[config.mk]
export PLATFORM = sky130hd
export DESIGN_NAME = jtbs_tap
export DESIGN_NICKNAME = d
export VERILOG_FILES = /design/src/verilog/jtbs_pkg.sv /design/src/verilog/jtbs_sync.sv /design/src/verilog/jtbs_cell_chain.sv /design/src/verilog/jtbs_tap.sv
export VERILOG_INCLUDE_DIRS = /design/src /design/src/verilog
export SDC_FILE = /design/constraint.sdc
export NUM_CORES = 1
export LEC_CHECK = 0
export BUFFER_PORTS_ARGS = -buffer_cell sky130_fd_sc_hd__buf_2
export CAP_MARGIN = 20
export CORE_ASPECT_RATIO = 1.4
export CORE_MARGIN = 2
export CORE_UTILIZATION = 50
export DETAILED_ROUTE_END_ITERATION = 6
export PLACE_DENSITY = 0.67
export SYNTH_ARGS = -nofsm -noshare
export SYNTH_HDL_FRONTEND = slang
export SYNTH_SLANG_ARGS = --single-unit
[constraint.sdc]
create_clock -name sys_clk_i -period 2.9 [get_ports sys_clk_i]
set_input_delay 0 -clock sys_clk_i [delete_from_list [all_inputs] [get_ports sys_clk_i]]
set_output_delay 0 -clock sys_clk_i [all_outputs]
set_load 0.03 [all_outputs]
[src/verilog/jtbs_defines.svh]
`ifndef JTBS_DEFINES_SVH
`define JTBS_DEFINES_SVH

`define JTBS_IR_WIDTH 4
`define JTBS_IR_CAPTURE 4'h1
`define JTBS_OP_EXTEST 4'h0
`define JTBS_OP_SAMPLE 4'h3
`define JTBS_OP_CLAMP 4'h5
`define JTBS_OP_HIGHZ 4'h7
`define JTBS_OP_CLAMP_OFF 4'h9
`define JTBS_OP_INTEST 4'hC
`define JTBS_OP_IDCODE 4'hE
`define JTBS_OP_BYPASS 4'hF
`define JTBS_CHAIN_SEL_WIDTH 4
`define JTBS_CHAIN_SEL_RESET 4'h3
`define JTBS_ID_WIDTH 32
`define JTBS_TLR_ONES 5

`endif

[src/verilog/jtbs_pkg.sv]
package jtbs_pkg;
  // tap states, gray coded along the common walk
  typedef enum logic [3:0] {
    JTBS_TLR = 4'h0,
    JTBS_RTI = 4'h1,
    JTBS_SEL_DR = 4'h3,
    JTBS_CAP_DR = 4'h2,
    JTBS_SHIFT_DR = 4'h6,
    JTBS_EXIT1_DR = 4'h7,
    JTBS_PAUSE_DR = 4'h5,
    JTBS_EXIT2_DR = 4'h4,
    JTBS_UPD_DR = 4'hC,
    JTBS_SEL_IR = 4'hD,
    JTBS_CAP_IR = 4'hF,
    JTBS_SHIFT_IR = 4'hE,
    JTBS_EXIT1_IR = 4'hA,
    JTBS_PAUSE_IR = 4'hB,
    JTBS_EXIT2_IR = 4'h9,
    JTBS_UPD_IR = 4'h8
  } jtbs_state_t;

  typedef enum logic [1:0] {
    JTBS_PATH_BYPASS = 2'h0,
    JTBS_PATH_CHAIN = 2'h1,
    JTBS_PATH_ID = 2'h2,
    JTBS_PATH_SEL = 2'h3
  } jtbs_path_t;
endpackage

[src/verilog/jtbs_sync.sv]
// two-stage synchroniser for a bundle of pin levels
module jtbs_sync #(
  parameter int WIDTH = 1
) (
  input wire logic sys_clk_i,
  input wire logic rst_n_i,
  input wire logic [WIDTH-1:0] d_i,
  output logic [WIDTH-1:0] q_o
);
  typedef struct packed {
    logic [WIDTH-1:0] meta;
    logic [WIDTH-1:0] sync;
  } jtbs_sync_state_t;

  jtbs_sync_state_t state;
  jtbs_sync_state_t next_state;

  always_comb begin
    next_state.meta = d_i;
    next_state.sync = state.meta;
    if (!rst_n_i) begin
      next_state = '0;
    end
  end

  always_ff @(posedge sys_clk_i) begin
    state <= next_state;
  end

  assign q_o = state.sync;
endmodule // jtbs_sync

[src/verilog/jtbs_cell_chain.sv]
// boundary cells: shift stage, update latch and pad/core muxing
module jtbs_cell_chain
  import jtbs_pkg::*;
#(
  parameter int N_IN = 4,
  parameter int N_OUT = 4
) (
  input wire logic sys_clk_i,
  input wire logic rst_n_i,
  input wire logic capture_i,
  input wire logic shift_i,
  input wire logic update_i,
  input wire logic test_mode_i,
  input wire logic intest_i,
  input wire logic outputs_off_i,
  input wire logic clamp_i,
  input wire logic tdi_i,
  input wire logic [N_IN-1:0] pad_in_i,
  input wire logic [N_OUT-1:0] core_out_i,
  input wire logic [N_OUT-1:0] core_oe_i,
  output logic [N_IN-1:0] core_in_o,
  output logic [N_OUT-1:0] pad_out_o,
  output logic [N_OUT-1:0] pad_oe_o,
  output logic serial_o
);
  localparam int LEN = N_IN + 2 * N_OUT;

  typedef struct packed {
    logic [LEN-1:0] shift;
    logic [LEN-1:0] latch;
  } jtbs_chain_state_t;

  jtbs_chain_state_t state;
  jtbs_chain_state_t next_state;
  logic [LEN-1:0] parallel;

  // chain order from tdi: inputs, output data, output enables; bit 0 is nearest tdo
  always_comb begin
    // intest observes the core side: inverted core inputs, true core outputs
    if (intest_i) begin
      parallel = {~core_in_o, core_out_i, core_oe_i};
    end else begin
      parallel = {pad_in_i, pad_out_o, pad_oe_o};
    end
    next_state = state;
    if (capture_i) begin
      next_state.shift = parallel;
    end else if (shift_i) begin
      next_state.shift = {tdi_i, state.shift[LEN-1:1]};
    end
    if (update_i) begin
      next_state.latch = state.shift;
    end
    if (!rst_n_i) begin
      next_state = '0;
    end
  end

  always_ff @(posedge sys_clk_i) begin
    state <= next_state;
  end

  assign serial_o = state.shift[0];
  // latched values reach core only in test mode, pads also in clamp, highz and clamp-off; sample keeps system mode
  assign core_in_o = test_mode_i ? state.latch[LEN-1 -: N_IN] : pad_in_i;
  assign pad_out_o = (test_mode_i || clamp_i || outputs_off_i)
    ? state.latch[2*N_OUT-1 -: N_OUT] : core_out_i;
  assign pad_oe_o = outputs_off_i ? '0
    : (test_mode_i || clamp_i) ? state.latch[N_OUT-1:0] : core_oe_i;
endmodule // jtbs_cell_chain

[src/verilog/jtbs_tap.sv]
// Functional notes
// - protocol uses only tdi, tms, tck, trst_n and tdo pins.
// - reset selects system mode; cells never intercept pads or core.
// - chain select resets to 0011; other values disable boundary work.
// - instruction register is four bits, no parity.
// - capture-ir loads 0001 into instruction shift stage.
// - extest 0000, sample 0011, intest 1100 put chain on tdi-tdo.
// - clamp 0101, highz 0111, clamp-off 1001 put bypass on tdi-tdo.
// - tdi/tms sampled on tck rise; tdo changes on tck fall.
// - boundary cells intercept every connection, linked into one serial register.
// - extest puts all cells in test mode, chain on path.
// - extest capture loads input pins and driven output values.
// - extest shift moves chain out tdo, tdi in.
// - extest update copies shift stage to latches, applied immediately.
// - sample keeps system mode; capture snapshots cell signals.
// - sample update fills latches without reaching pins or core.
// - clamp drives output pins from latched boundary values.
// - highz turns every output driver off.
// - clamp-off disables drivers while data still comes from cells.
// - intest capture takes inverted inputs and true core outputs.
// - idcode puts 32-bit id register on path; capture loads code.
// - code 1111 selects bypass, cells in system mode.
`include "jtbs_defines.svh"

module jtbs_tap
  import jtbs_pkg::*;
#(
  parameter int N_IN = 4,
  parameter int N_OUT = 4,
  parameter logic [`JTBS_ID_WIDTH-1:0] ID_CODE = 32'h0000_0001  // arbitrary value
) (
  input wire logic sys_clk_i,
  input wire logic rst_n_i,
  input wire logic tck_i,
  input wire logic tms_i,
  input wire logic tdi_i,
  input wire logic trst_n_i,
  output logic tdo_o,
  output logic tdo_oe_o,
  input wire logic [N_IN-1:0] pad_in_i,
  input wire logic [N_OUT-1:0] core_out_i,
  input wire logic [N_OUT-1:0] core_oe_i,
  output logic [N_IN-1:0] core_in_o,
  output logic [N_OUT-1:0] pad_out_o,
  output logic [N_OUT-1:0] pad_oe_o,
  output logic tap_reset_o
);
  typedef struct packed {
    logic tck_d;
    jtbs_state_t fsm;
    logic [`JTBS_IR_WIDTH-1:0] ir_shift;
    logic [`JTBS_IR_WIDTH-1:0] ir;
    logic [`JTBS_CHAIN_SEL_WIDTH-1:0] sel_shift;
    logic [`JTBS_CHAIN_SEL_WIDTH-1:0] chain_sel;
    logic [`JTBS_ID_WIDTH-1:0] id_shift;
    logic bypass;
    logic tdo;
    logic tdo_oe;
  } jtbs_tap_state_t;

  jtbs_tap_state_t state;
  jtbs_tap_state_t next_state;
  logic tck_s;
  logic tms_s;
  logic tdi_s;
  logic trst_n_s;
  logic rise;
  logic fall;
  logic chain_ok;
  logic is_extest;
  logic is_sample;
  logic is_intest;
  logic on_chain;
  jtbs_path_t path;
  logic cap_dr;
  logic sh_dr;
  logic upd_dr;
  logic cell_out;
  logic serial_bit;

  // pins cross into sys_clk through two flops each
  jtbs_sync #(.WIDTH(4)) u_sync (
    .sys_clk_i(sys_clk_i),
    .rst_n_i(rst_n_i),
    .d_i({tck_i, tms_i, tdi_i, trst_n_i}),
    .q_o({tck_s, tms_s, tdi_s, trst_n_s})
  );

  assign rise = tck_s && !state.tck_d;
  assign fall = !tck_s && state.tck_d;

  // chain select must hold 0011 for any boundary instruction to act
  assign chain_ok = (state.chain_sel == `JTBS_CHAIN_SEL_RESET);
  assign is_extest = chain_ok && (state.ir == `JTBS_OP_EXTEST);
  assign is_sample = chain_ok && (state.ir == `JTBS_OP_SAMPLE);
  assign is_intest = chain_ok && (state.ir == `JTBS_OP_INTEST);
  assign on_chain = is_extest || is_sample || is_intest;

  always_comb begin
    if (on_chain) begin
      path = JTBS_PATH_CHAIN;
    end else if (state.ir == `JTBS_OP_IDCODE) begin
      path = JTBS_PATH_ID;
    end else if (state.ir == `JTBS_OP_SAMPLE || state.ir == `JTBS_OP_EXTEST
        || state.ir == `JTBS_OP_INTEST) begin
      path = JTBS_PATH_SEL;
    end else begin
      path = JTBS_PATH_BYPASS;
    end
  end

  assign cap_dr = rise && state.fsm == JTBS_CAP_DR;
  assign sh_dr = rise && state.fsm == JTBS_SHIFT_DR;
  assign upd_dr = rise && state.fsm == JTBS_UPD_DR;

  jtbs_cell_chain #(.N_IN(N_IN), .N_OUT(N_OUT)) u_chain (
    .sys_clk_i(sys_clk_i),
    .rst_n_i(rst_n_i),
    .capture_i(cap_dr && on_chain),
    .shift_i(sh_dr && on_chain),
    .update_i(upd_dr && on_chain),
    .test_mode_i(is_extest || is_intest),
    .intest_i(is_intest),
    .outputs_off_i(chain_ok && (state.ir == `JTBS_OP_HIGHZ
      || state.ir == `JTBS_OP_CLAMP_OFF)),
    .clamp_i(chain_ok && state.ir == `JTBS_OP_CLAMP),
    .tdi_i(tdi_s),
    .pad_in_i(pad_in_i),
    .core_out_i(core_out_i),
    .core_oe_i(core_oe_i),
    .core_in_o(core_in_o),
    .pad_out_o(pad_out_o),
    .pad_oe_o(pad_oe_o),
    .serial_o(cell_out)
  );

  always_comb begin
    unique case (path)
      JTBS_PATH_CHAIN: serial_bit = cell_out;
      JTBS_PATH_ID: serial_bit = state.id_shift[0];
      JTBS_PATH_SEL: serial_bit = state.sel_shift[0];
      JTBS_PATH_BYPASS: serial_bit = state.bypass;
    endcase
  end

  always_comb begin
    next_state = state;
    next_state.tck_d = tck_s;
    if (rise) begin
      unique case (state.fsm)
        JTBS_TLR: next_state.fsm = tms_s ? JTBS_TLR : JTBS_RTI;
        JTBS_RTI: next_state.fsm = tms_s ? JTBS_SEL_DR : JTBS_RTI;
        JTBS_SEL_DR: next_state.fsm = tms_s ? JTBS_SEL_IR : JTBS_CAP_DR;
        JTBS_CAP_DR: next_state.fsm = tms_s ? JTBS_EXIT1_DR : JTBS_SHIFT_DR;
        JTBS_SHIFT_DR: next_state.fsm = tms_s ? JTBS_EXIT1_DR : JTBS_SHIFT_DR;
        JTBS_EXIT1_DR: next_state.fsm = tms_s ? JTBS_UPD_DR : JTBS_PAUSE_DR;
        JTBS_PAUSE_DR: next_state.fsm = tms_s ? JTBS_EXIT2_DR : JTBS_PAUSE_DR;
        JTBS_EXIT2_DR: next_state.fsm = tms_s ? JTBS_UPD_DR : JTBS_SHIFT_DR;
        JTBS_UPD_DR: next_state.fsm = tms_s ? JTBS_SEL_DR : JTBS_RTI;
        JTBS_SEL_IR: next_state.fsm = tms_s ? JTBS_TLR : JTBS_CAP_IR;
        JTBS_CAP_IR: next_state.fsm = tms_s ? JTBS_EXIT1_IR : JTBS_SHIFT_IR;
        JTBS_SHIFT_IR: next_state.fsm = tms_s ? JTBS_EXIT1_IR : JTBS_SHIFT_IR;
        JTBS_EXIT1_IR: next_state.fsm = tms_s ? JTBS_UPD_IR : JTBS_PAUSE_IR;
        JTBS_PAUSE_IR: next_state.fsm = tms_s ? JTBS_EXIT2_IR : JTBS_PAUSE_IR;
        JTBS_EXIT2_IR: next_state.fsm = tms_s ? JTBS_UPD_IR : JTBS_SHIFT_IR;
        JTBS_UPD_IR: next_state.fsm = tms_s ? JTBS_SEL_DR : JTBS_RTI;
      endcase
      unique case (state.fsm)
        JTBS_CAP_IR: next_state.ir_shift = `JTBS_IR_CAPTURE;
        JTBS_SHIFT_IR: next_state.ir_shift = {tdi_s, state.ir_shift[`JTBS_IR_WIDTH-1:1]};
        JTBS_UPD_IR: next_state.ir = state.ir_shift;
        JTBS_CAP_DR: begin
          next_state.bypass = 1'b0;
          next_state.id_shift = ID_CODE;
          next_state.sel_shift = state.chain_sel;
        end
        JTBS_SHIFT_DR: begin
          unique case (path)
            JTBS_PATH_ID: next_state.id_shift = {tdi_s, state.id_shift[`JTBS_ID_WIDTH-1:1]};
            JTBS_PATH_SEL:
              next_state.sel_shift = {tdi_s, state.sel_shift[`JTBS_CHAIN_SEL_WIDTH-1:1]};
            JTBS_PATH_BYPASS: next_state.bypass = tdi_s;
            JTBS_PATH_CHAIN: next_state.bypass = state.bypass;
          endcase
        end
        JTBS_UPD_DR: begin
          if (path == JTBS_PATH_SEL) begin
            next_state.chain_sel = state.sel_shift;
          end
        end
        default: next_state.bypass = state.bypass;
      endcase
    end
    if (fall) begin
      next_state.tdo_oe = (state.fsm == JTBS_SHIFT_DR) || (state.fsm == JTBS_SHIFT_IR);
      next_state.tdo = (state.fsm == JTBS_SHIFT_IR) ? state.ir_shift[0] : serial_bit;
    end
    // any reset returns to identification and system mode
    if (!rst_n_i || !trst_n_s || state.fsm == JTBS_TLR) begin
      next_state.ir = `JTBS_OP_IDCODE;
      next_state.chain_sel = `JTBS_CHAIN_SEL_RESET;
    end
    if (!rst_n_i || !trst_n_s) begin
      next_state.fsm = JTBS_TLR;
      next_state.tdo = 1'b0;
      next_state.tdo_oe = 1'b0;
      next_state.ir_shift = `JTBS_IR_CAPTURE;
    end
    if (!rst_n_i) begin
      next_state = '0;
      next_state.ir = `JTBS_OP_IDCODE;
      next_state.chain_sel = `JTBS_CHAIN_SEL_RESET;
      next_state.ir_shift = `JTBS_IR_CAPTURE;
    end
  end

  always_ff @(posedge sys_clk_i) begin
    state <= next_state;
  end

  assign tdo_o = state.tdo;
  assign tdo_oe_o = state.tdo_oe;
  assign tap_reset_o = (state.fsm == JTBS_TLR);
endmodule // jtbs_tap

# After elaboration in Yosys (flattened, before gate mapping)
# Cells that the tools add are included.
# totals
regBits	88
in_bits	18
out_inout_bits	15
wordCells	121
# classes
eq_ne	28
muxes	32
bitwise	2
reduce_logical	45
# op_table
operator	count
$pmux W32 S2	1
$pmux W4 S12	1
$eq A4 B4 Y1 const B	11
$mux W12	3
$mux W4	9
$mux W32	1
$eq A4 B3 Y1 const B	6
$eq A4 B2 Y1 const B	4
$pmux W4 S2	2
$logic_and A1 B1 Y1	13
$mux W2	6
$reduce_and A3 Y1	4
$logic_or A1 B1 Y1	11
$logic_not A4 Y1	2
$reduce_or A2 Y1	4
$mux W3	2
$ne A2 B1 Y1 const B	3
$reduce_bool A2 Y1	3
$mux W1	5
$eq A2 B2 Y1 const B	2
$eq A4 B1 Y1 const B	1
$logic_not A1 Y1	4
$not A4 Y4	1
$pmux W1 S4	1
6 further kinds	7

# Longest topological paths before layout
# Gate-level depths: netlist of the first run.
# logic_depth
word_depth	9
mapped_depth	8
ltp_nobuf	5

# By module
# Synthesis of the first run repeated with hierarchy kept, for this count alone.
# unflattened
cells_unflattened	492
area_unflattened_um2	4155.2
# by_module_without_submodules
mod	n_inst	cells_per_inst	area_each_um2	seq_area_each_um2
jtbs_tap	1	319	2568.7	1121.1
jtbs_cell_chain	1	153	1346.3	480.5
jtbs_sync	1	20	240.2	160.2

# Worst setup path after synthesis of the first run
# No wires, ideal clock.
# synth_path
kind	register to register
startpoint	register state[53] (netlist bit)
endpoint	register state[43] (netlist bit)
arrival_ns	2.030
required_ns	2.785
slack_ns	0.755
path_stages_with_launch	6
n_path_buf	2
synth_period_minus_slack_ns	2.145
cell_sequence	dfxtp_1 > buf_2 > buf_1 > nor4_1 > or2_2 > nor2_1
# synth_between
elab_chain_len	3
word_cells_on_any_way	5
# synth_rtl
item	line	source
start: declaration	jtbs_tap.sv:61	jtbs_tap_state_t state;
start signal: assignment	jtbs_tap.sv:218	state <= next_state;
$logic_not A4 Y1	n/a	
named net tap_reset_o	jtbs_tap.sv:46	output logic tap_reset_o
$logic_or A1 B1 Y1	jtbs_tap.sv:199	if (!rst_n_i || !trst_n_s || state.fsm == JTBS_TLR) begin
$reduce_or A2 Y1 (no source line)	n/a	
# The timed path passes the listed nets, and every way through them passes these cells.
# A chain may end at the register's enable or synchronous reset.

# Final worst setup path of the first run
# layout_path
startpoint	register state[37] (netlist bit)
endpoint	output port core_in_o[1]
# layout_between
elab_chain_len	4
word_cells_on_any_way	5
# layout_rtl
item	line	source
$eq A4 B2 Y1 (no source line) (*)	n/a	
$logic_and A1 B1 Y1 (on tied branches)	jtbs_tap.sv:94, jtbs_tap.sv:96	
$logic_or A1 B1 Y1 (*)	jtbs_tap.sv:122	.test_mode_i(is_extest || is_intest),
$mux W4 (*)	jtbs_cell_chain.sv:65	assign core_in_o = test_mode_i ? state.latch[LEN-1 -: N_IN] : pad_in_i;
end: declaration	jtbs_tap.sv:43	output logic [N_IN-1:0] core_in_o,
# Every way passes the cells marked *; elsewhere a longest branch is shown, timed or not.

==> summary.md, run 1 <==
| Metric | Value |
|---|---|
| Crit path arrival time | `roughly 2.5 ns` |
| Slowest stage delay, CP | `about 0.6 ns` |
| GRT Util Overall | `21.0%` |
| Unrepaired setup endpoints after global routing | `no` |
| Synth top area cells | `dfxtp_1, nand2_1, a21oi_1` |
| Site Rows | `39` |
| Final Max Slew Viols | `0` |
| Reg-to-reg slack, setup | `0.66 ns` |
| Commonest cells post-synth | `nand2_1, dfxtp_1, a21oi_1` |
| Post-layout min period | `2.46 ns` |
| TritonCTS clock tree | `done` |
| DR DRC count | `0` |
| Pwr Density | `523 nW/um^2` |
| Critical path launch point | `state[37]$_SDFFE_PP0P_` |
| EDFF count, synth | `0` |
| Setup CP Type | `reg -> out` |
| Peak VDD IR | `between 0.4 and 0.5 mV` |
| CP Buf/Inv Count | `2` |
| Largest area contributor in the netlist | `dfxtp_1` |
| Slew at the pin closest to its max-slew limit | `between 0.8 and 0.9 ns` |
| Post-CTS sizing | `0` |
| Largest fanout on the critical path | `16` |
| Diodes inserted | `0` |
| Worst setup endpoint | `core_in_o[1]` |
| Initial Utilization | `51.3%` |
| Rel. slew slack | `46.6%` |
| Post-CTS Setup Inserts | `0` |
| Achievable clock frequency | `407 MHz` |
| Layout area overhead | `12.6%` |
| Io pins | `33` |
| Top-area cell type share of the netlist area | `42.1%` |
| First-pass detailed-route iteration total | `4` |
| NetSw | `between 0.4 and 0.5 mW` |
| WL final | `between 9000 and 10000 um` |
| Placer congestion estimate | `between 0.8 and 0.9` |
| Hold Vio Cnt, Final | `0` |
| Maxcap violations | `0` |
| Worst setup margin | `0.444 ns` |
| Mean number of vias per cell | `5.73` |
| Final Setup Violations | `0` |
| Largest net degree at the start of global routing | `47` |
| LEAKAGE | `1.63 nW` |
| Post-synth cell types | `59` |
| Switching Fraction | `20.2%` |
| Antenna violations before repair | `0` |
| Critical Path, Cell by Cell | `nand4bb_1 -> buf_4 -> nor3_1 -> a21boi_0 -> mux2_2 -> buf_2` |
| Pre-CTS setup slack | `a little under 0.7 ns` |
| Clock Latency Late Sink | `0.33 ns` |
| Width of the die | `81.3 um` |
| Crit start category | `flop` |
| Post-Syn Area | `4180 um^2` |
| Top-count cell post-synth | `nand2_1` |
| Total CTS buffers | `9` |
| Sequential group share of total power | `between 40% and 50%` |
| Clock Path Buffers | `2` |
| Data required time of the worst path | `between 2 and 3 ns` |
| Vias in the first global route | `3333` |
| Reg2Reg Depth | `5` |
| Crit. End Element | `output port` |
| Synthesis-stage register bit count | `88` |
| Hold Path Class | `in -> reg` |
| Via count | `3699` |
| WL/cell | `around 14 um` |
| Synthesis Warnings | `0` |
| Worst path top cell family by delay | `compound AO/OA/AOI/OAI gates` |
| Cell count after synthesis | `523` |
| Reg clk slew, reported paths | `0.06 ns` |
| Primary FF master, synth | `dfxtp_1` |
| Post-Syn Area per Cell | `roughly 8 um^2` |
| Crit share post-route | `84.7%` |
| Die ar. | `9120 um^2` |
| Max stage delay cell, worst path | `a21boi_0` |
| Net Count, Synth | `541` |
| Cts hold-fix bufs | `5` |
| Vert. Die Dim | `112 um` |
| Asr flop ratio synth | `0%` |
| Fin Clk Skew | `0.00597 ns` |
| Post-detailed-route count of antenna-violating nets | `0` |
| Crit path depth | `6` |
| FF-to-FF Start | `state[46]$_SDFFE_PP1P_` |
| Comb pwr share | `3.7%` |
| Core Area | `8150 um^2` |
| Status | `finished, final reports clean` |
| # nets final | `557` |
| Clk sinks | `88` |
| Clock root buffer | `clkbuf_16` |
| Post-DP HPWL | `6160 um` |
| H-tree level count | `3` |
| Layout cells sized above 1 | `13.2%` |
| First-pass GRT wire length | `15400 um` |
| Fin Setup TNS | `0 ns` |
| Pint | `1.97 mW` |
| Congestion Overflow GR | `0` |
| Worst r2r dst | `u_chain.state[18]$_SDFFE_PN0P_` |
| DR iter-0 viols | `152` |
| Post-synthesis sequential area ratio | `between 40 and 50%` |
| Number of buffers added on ports | `32` |
| Part of the power in the clock network | `46.9%` |
## registers in the layout, summed over array words and instances (netlist names)
register / cells
u_chain.serial_o: 1
u_sync.state: 4
tdo_o: 1
u_sync.q_o: 4
tdo_oe_o: 1
u_chain.state: 23
state: 54
## cell families (layout without fill, tap and decap cells)
| kind of cell | Yosys count | in the layout | synth area share, % |
|---|---|---|---|
| flops | 88 | 88 | 42.1 |
| mux | 23 | 23 | 5.74 |
| compound gates | 130 | 130 | 20.0 |
| simple gates | 232 | 232 | 26.5 |
| buf+inv | 47 | 68 | 5.06 |
| xor+xnor | 3 | 3 | 0.628 |
## power by group through the flow
stage | Clock, mW | Combinational, mW | Sequential (mW)
3_5_place_dp | 0 | 0.0872 | 1.25
5_1_grt | 1.23 | 0.0991 | 1.22
6_report | 1.16 | 0.0913 | 1.22
4_1_cts | 1.18 | 0.0922 | 1.22
3_3_place_gp | 0 | 0.0857 | 1.24
2_1_floorplan | 0 | 0.0591 | 1.24
## placed cells by master (no fill, tap or decap), types with 9 or more instances in the layout
cell	n
a21boi_0	9
a21oi_1	55
and2_1	11
buf_2	32
buf_4	10
clkbuf_16	9
dfxtp_1	88
mux2i_1	15
nand2_1	100
nand3_1	38
nor2_1	24
nor3_1	17
o21ai_0	12
## worst min path at each step
| stage | from | end | slack, ns | cells past startpoint |
|---|---|---|---|---|
| floorplan | trst_n_i | u_sync.state[4]$_SDFF_PN0_ | 0.13 | 1 |
| global placement | tdi_i | u_sync.state[5]$_SDFF_PN0_ | 0.21 | 2 |
| detailed placement | tck_i | u_sync.state[7]$_SDFF_PN0_ | 0.21 | 2 |
| CTS | pad_in_i[0] | u_chain.state[20]$_SDFFE_PN0P_ | 0.003 | 3 |
| global route | pad_in_i[0] | u_chain.state[20]$_SDFFE_PN0P_ | 0.03 | 3 |
| finish | pad_in_i[0] | u_chain.state[20]$_SDFFE_PN0P_ | 0.004 | 3 |
## worst min-delay path: stages
cell and delay [ns]:
buf_2 0.09, a211oi_1 0.06, o22ai_1 0.15
## through the flow
stage | cells | area, um^2 | hold WS (ns) | utilization, % | power [mW]
final | 646 | 4710 | 0.00434 | 57.8 | 2.46
after global routing | 646 | 4710 | 0.0314 | 57.8 | 2.55
after CTS | 646 | 4710 | 0.00291 | 57.8 | 2.49
after detailed placement | 625 | 4360 | 0.215 | 53.5 | 1.33
after global placement | 625 | 4360 | 0.208 | 53.5 | 1.33
after floorplan | 523 | 4180 | 0.127 | - | 1.30
## routing by layer
metal	up-vias	part of all wire [%]	track usage [%]
met4	0	1.7	8.47
met1	1750	45	26.3
met2	52	51	35.8
li1	1884	-	-
met5	-	0	0
met3	13	2.5	2.73
## final cells by class
| class | instances | area (um^2) |
|---|---|---|
| Multi-Input combinational cell | 388 | 2220 |
| Fill cell | 763 | 3440 |
| Tap cell | 102 | 128 |
| Inverter | 5 | 18.8 |
| Timing Repair Buffer | 47 | 285 |
| Clock inverter | 2 | 37.5 |
| Clock buffer | 14 | 264 |
| Sequential cell | 88 | 1760 |
Power figures use the tool's default switching activity.
==> inputs of run 2 (changes only) <==
==> constraint.sdc (replaced) <==
create_clock -name sys_clk_i -period 2.3 [get_ports sys_clk_i]
set_input_delay 0 -clock sys_clk_i [delete_from_list [all_inputs] [get_ports sys_clk_i]]
set_output_delay 0 -clock sys_clk_i [all_outputs]
set_load 0.03 [all_outputs]
==> run 2 against run 1 <==
Clock skew about the same. Die area unchanged. Flip-flop and latch count unchanged. Utilization up 1.8 points. Sequential power up 26%. Register-to-register slack worse by 0.46 ns. Hold slack better by 0.016 ns. Sequential share of layout area down 1.1 points. Setup slack worse by 0.28 ns. Clock-buffer cell count down 3. Combinational power up 31%. Critical path depth unchanged. Critical endpoint is now core_in_o[2]. Largest power group is now clock.
==> summary.md, run 2 (synthesis gave the netlist of run 1 again) <==
| Metric | Value |
|---|---|
| Post-route cell area | `slightly below 5000 um^2` |
| Layout cells sized above 1 | `15.0%` |
| WL final | `slightly below 10000 um` |
| Clock Path Buffers | `2` |
| # nets final | `568` |
| Max stage delay cell, worst path | `dfxtp_1` |
| Post-layout min period | `2.14 ns` |
| Fin Clk Skew | `0.00633 ns` |
| H-tree level count | `3` |
| Crit start category | `flop` |
| Maxcap violations | `0` |
| DR iter-0 viols | `203` |
| Layout area overhead | `16.1%` |
| Power Total | `approximately 3.3 mW` |
| GRT Util Overall | `22.8%` |
| Reg clk slew, reported paths | `0.06 ns` |
| Unrepaired setup endpoints after global routing | `no` |
| Rel. slew slack | `46.8%` |
| Final hold slack | `0.0201 ns` |
| Final Setup Violations | `0` |
| Status | `finished, final reports clean` |
| Fin Setup TNS | `0 ns` |
| Reg with most FFs | `state` |
| Largest net degree at the start of global routing | `47` |
| Final Max Slew Viols | `0` |
| First-pass GRT wire length | `16500 um` |
| LEAKAGE | `1.71 nW` |
| Placer congestion estimate | `0.849` |
| Area of placed instances | `about 4400 um^2` |
| Vias in the first global route | `about 3500` |
| Core Area | `8150 um^2` |
| Pwr Density | `roughly 690 nW/um^2` |
| Post-CTS Setup Inserts | `0` |
| Initial Utilization | `between 50% and 60%` |
| Largest fanout on the critical path | `5` |
| Clock Latency Late Sink | `0.35 ns` |
| Critical Path, Cell by Cell | `nand4bb_1 -> nor3_1 -> a21boi_0 -> buf_4 -> mux2_2 -> buf_2` |
| Mean number of vias per cell | `5.74` |
| Post-DP HPWL | `6420 um` |
| WL/cell | `about 15 um` |
| Via count | `3773` |
| Vert. Die Dim | `112 um` |
| Peak VDD IR | `0.554 mV` |
| TritonCTS clock tree | `done` |
| Width of the die | `slightly above 80 um` |
| Site Rows | `39` |
| Most common cell after layout, fill and taps aside | `nand2_1` |
| Clk sinks | `88` |
| Hold Vio Cnt, Final | `0` |
| Post-detailed-route count of antenna-violating nets | `0` |
| Congestion Overflow GR | `0` |
| Crit share post-route | `93.0%` |
| Crit path arrival time | `about 2.1 ns` |
| DR DRC count | `0` |
| Achievable clock frequency | `468 MHz` |
| Diodes inserted | `0` |
| Die ar. | `9120 um^2` |
| Largest registers | `state x54, u_chain.state x23` |
| Number of buffers added on ports | `32` |
| Slew at the pin closest to its max-slew limit | `0.797 ns` |
| Commonest cells after routing, fill and taps aside | `nand2_1, dfxtp_1, a21oi_1` |
| Max reg flops | `54` |
| Clock root buffer | `clkbuf_16` |
| Antenna violations before repair | `0` |
| Total CTS buffers | `9` |
| First-pass detailed-route iteration total | `4` |
| Hold Path Class | `in -> reg` |
| Setup CP Type | `reg -> out` |
| Io pins | `33` |
| Data required time of the worst path | `2.30 ns` |
| Crit. End Element | `output port` |
| Slowest stage delay, CP | `about 0.34 ns` |
[run 2: cell count changes in the layout (fill, tap and decap cells not counted)]
cell,before,now
dlygate4sd3_1,5,7
bufinv_16,1,3
clkinv_4,0,1
clkinv_2,0,1
clkbuf_8,2,1
clkinvlp_4,1,0
buf_4,10,18
clkbuf_1,3,1
buf_12,0,1
[run 2: final timing paths]
kind	cells past startpoint	start	slack [ns]	end
worst max-delay path	6	state[38]$_SDFFE_PP0P_	0.16	core_in_o[2]
worst min-delay path	3	pad_in_i[3]	0.02	u_chain.state[23]$_SDFFE_PN0P_
worst max register to register	5	state[43]$_SDFFE_PP0P_	0.20	state[36]$_SDFFE_PP1P_
worst min register to register	1	u_sync.state[5]$_SDFF_PN0_	0.43	u_sync.q_o[1]$_SDFF_PN0_
[run 2: what timing repair did]
item | in CTS | in global routing
gates resized for setup | 0 | 0
hold buffers | 7 | 0
endpoints found under the hold margin | 7 | 0
[run 2: area by class of cell]
cell class | count | area, um^2
fill | 740 | 3290
clock buffer | 11 | 243
tap | 102 | 128
inverter | 5 | 18.8
multi-input combinational | 388 | 2220
clock inverter | 5 | 104
timing repair buffer | 58 | 385
sequential | 88 | 1760
[run 2: per-layer routing]
layer | up-vias | track usage, % | wire [um]
met2 | 86 | 37.0 | 4760
li1 | 1905 | - | -
met5 | - | 0 | 0
met1 | 1761 | 29.1 | 4280
met3 | 21 | 4.18 | 393
met4 | 0 | 9.94 | 267
[run 2: metrics by stage]
| stage | utilization (%) | std cells | setup slack [ns] |
|---|---|---|---|
| after CTS | 59.6 | 657 | 0.169 |
| final | 59.6 | 657 | 0.161 |
| after global placement | 54.5 | 634 | 0.310 |
| after global routing | 59.6 | 657 | 0.000658 |
| after floorplan | - | 523 | 0.155 |
| after detailed placement | 54.5 | 634 | 0.240 |
[run 2: critical path: cells and delay by family, from the launching register on]
| kind | cells | cell delay [ns] |
|---|---|---|
| simple gates | 2 | 0.57 |
| mux | 1 | 0.32 |
| buf+inv | 2 | 0.35 |
| compound gates | 1 | 0.22 |
| flops | 1 | 0.34 |
[run 2: power by group]
group	switching (mW)	internal (mW)	total, mW	leakage [nW]
Combinational	0.0703	0.0493	0.120	0.833
Sequential	0.00484	1.53	1.54	0.711
Clock	0.597	1.09	1.69	0.170
Total	0.672	2.67	3.34	1.71
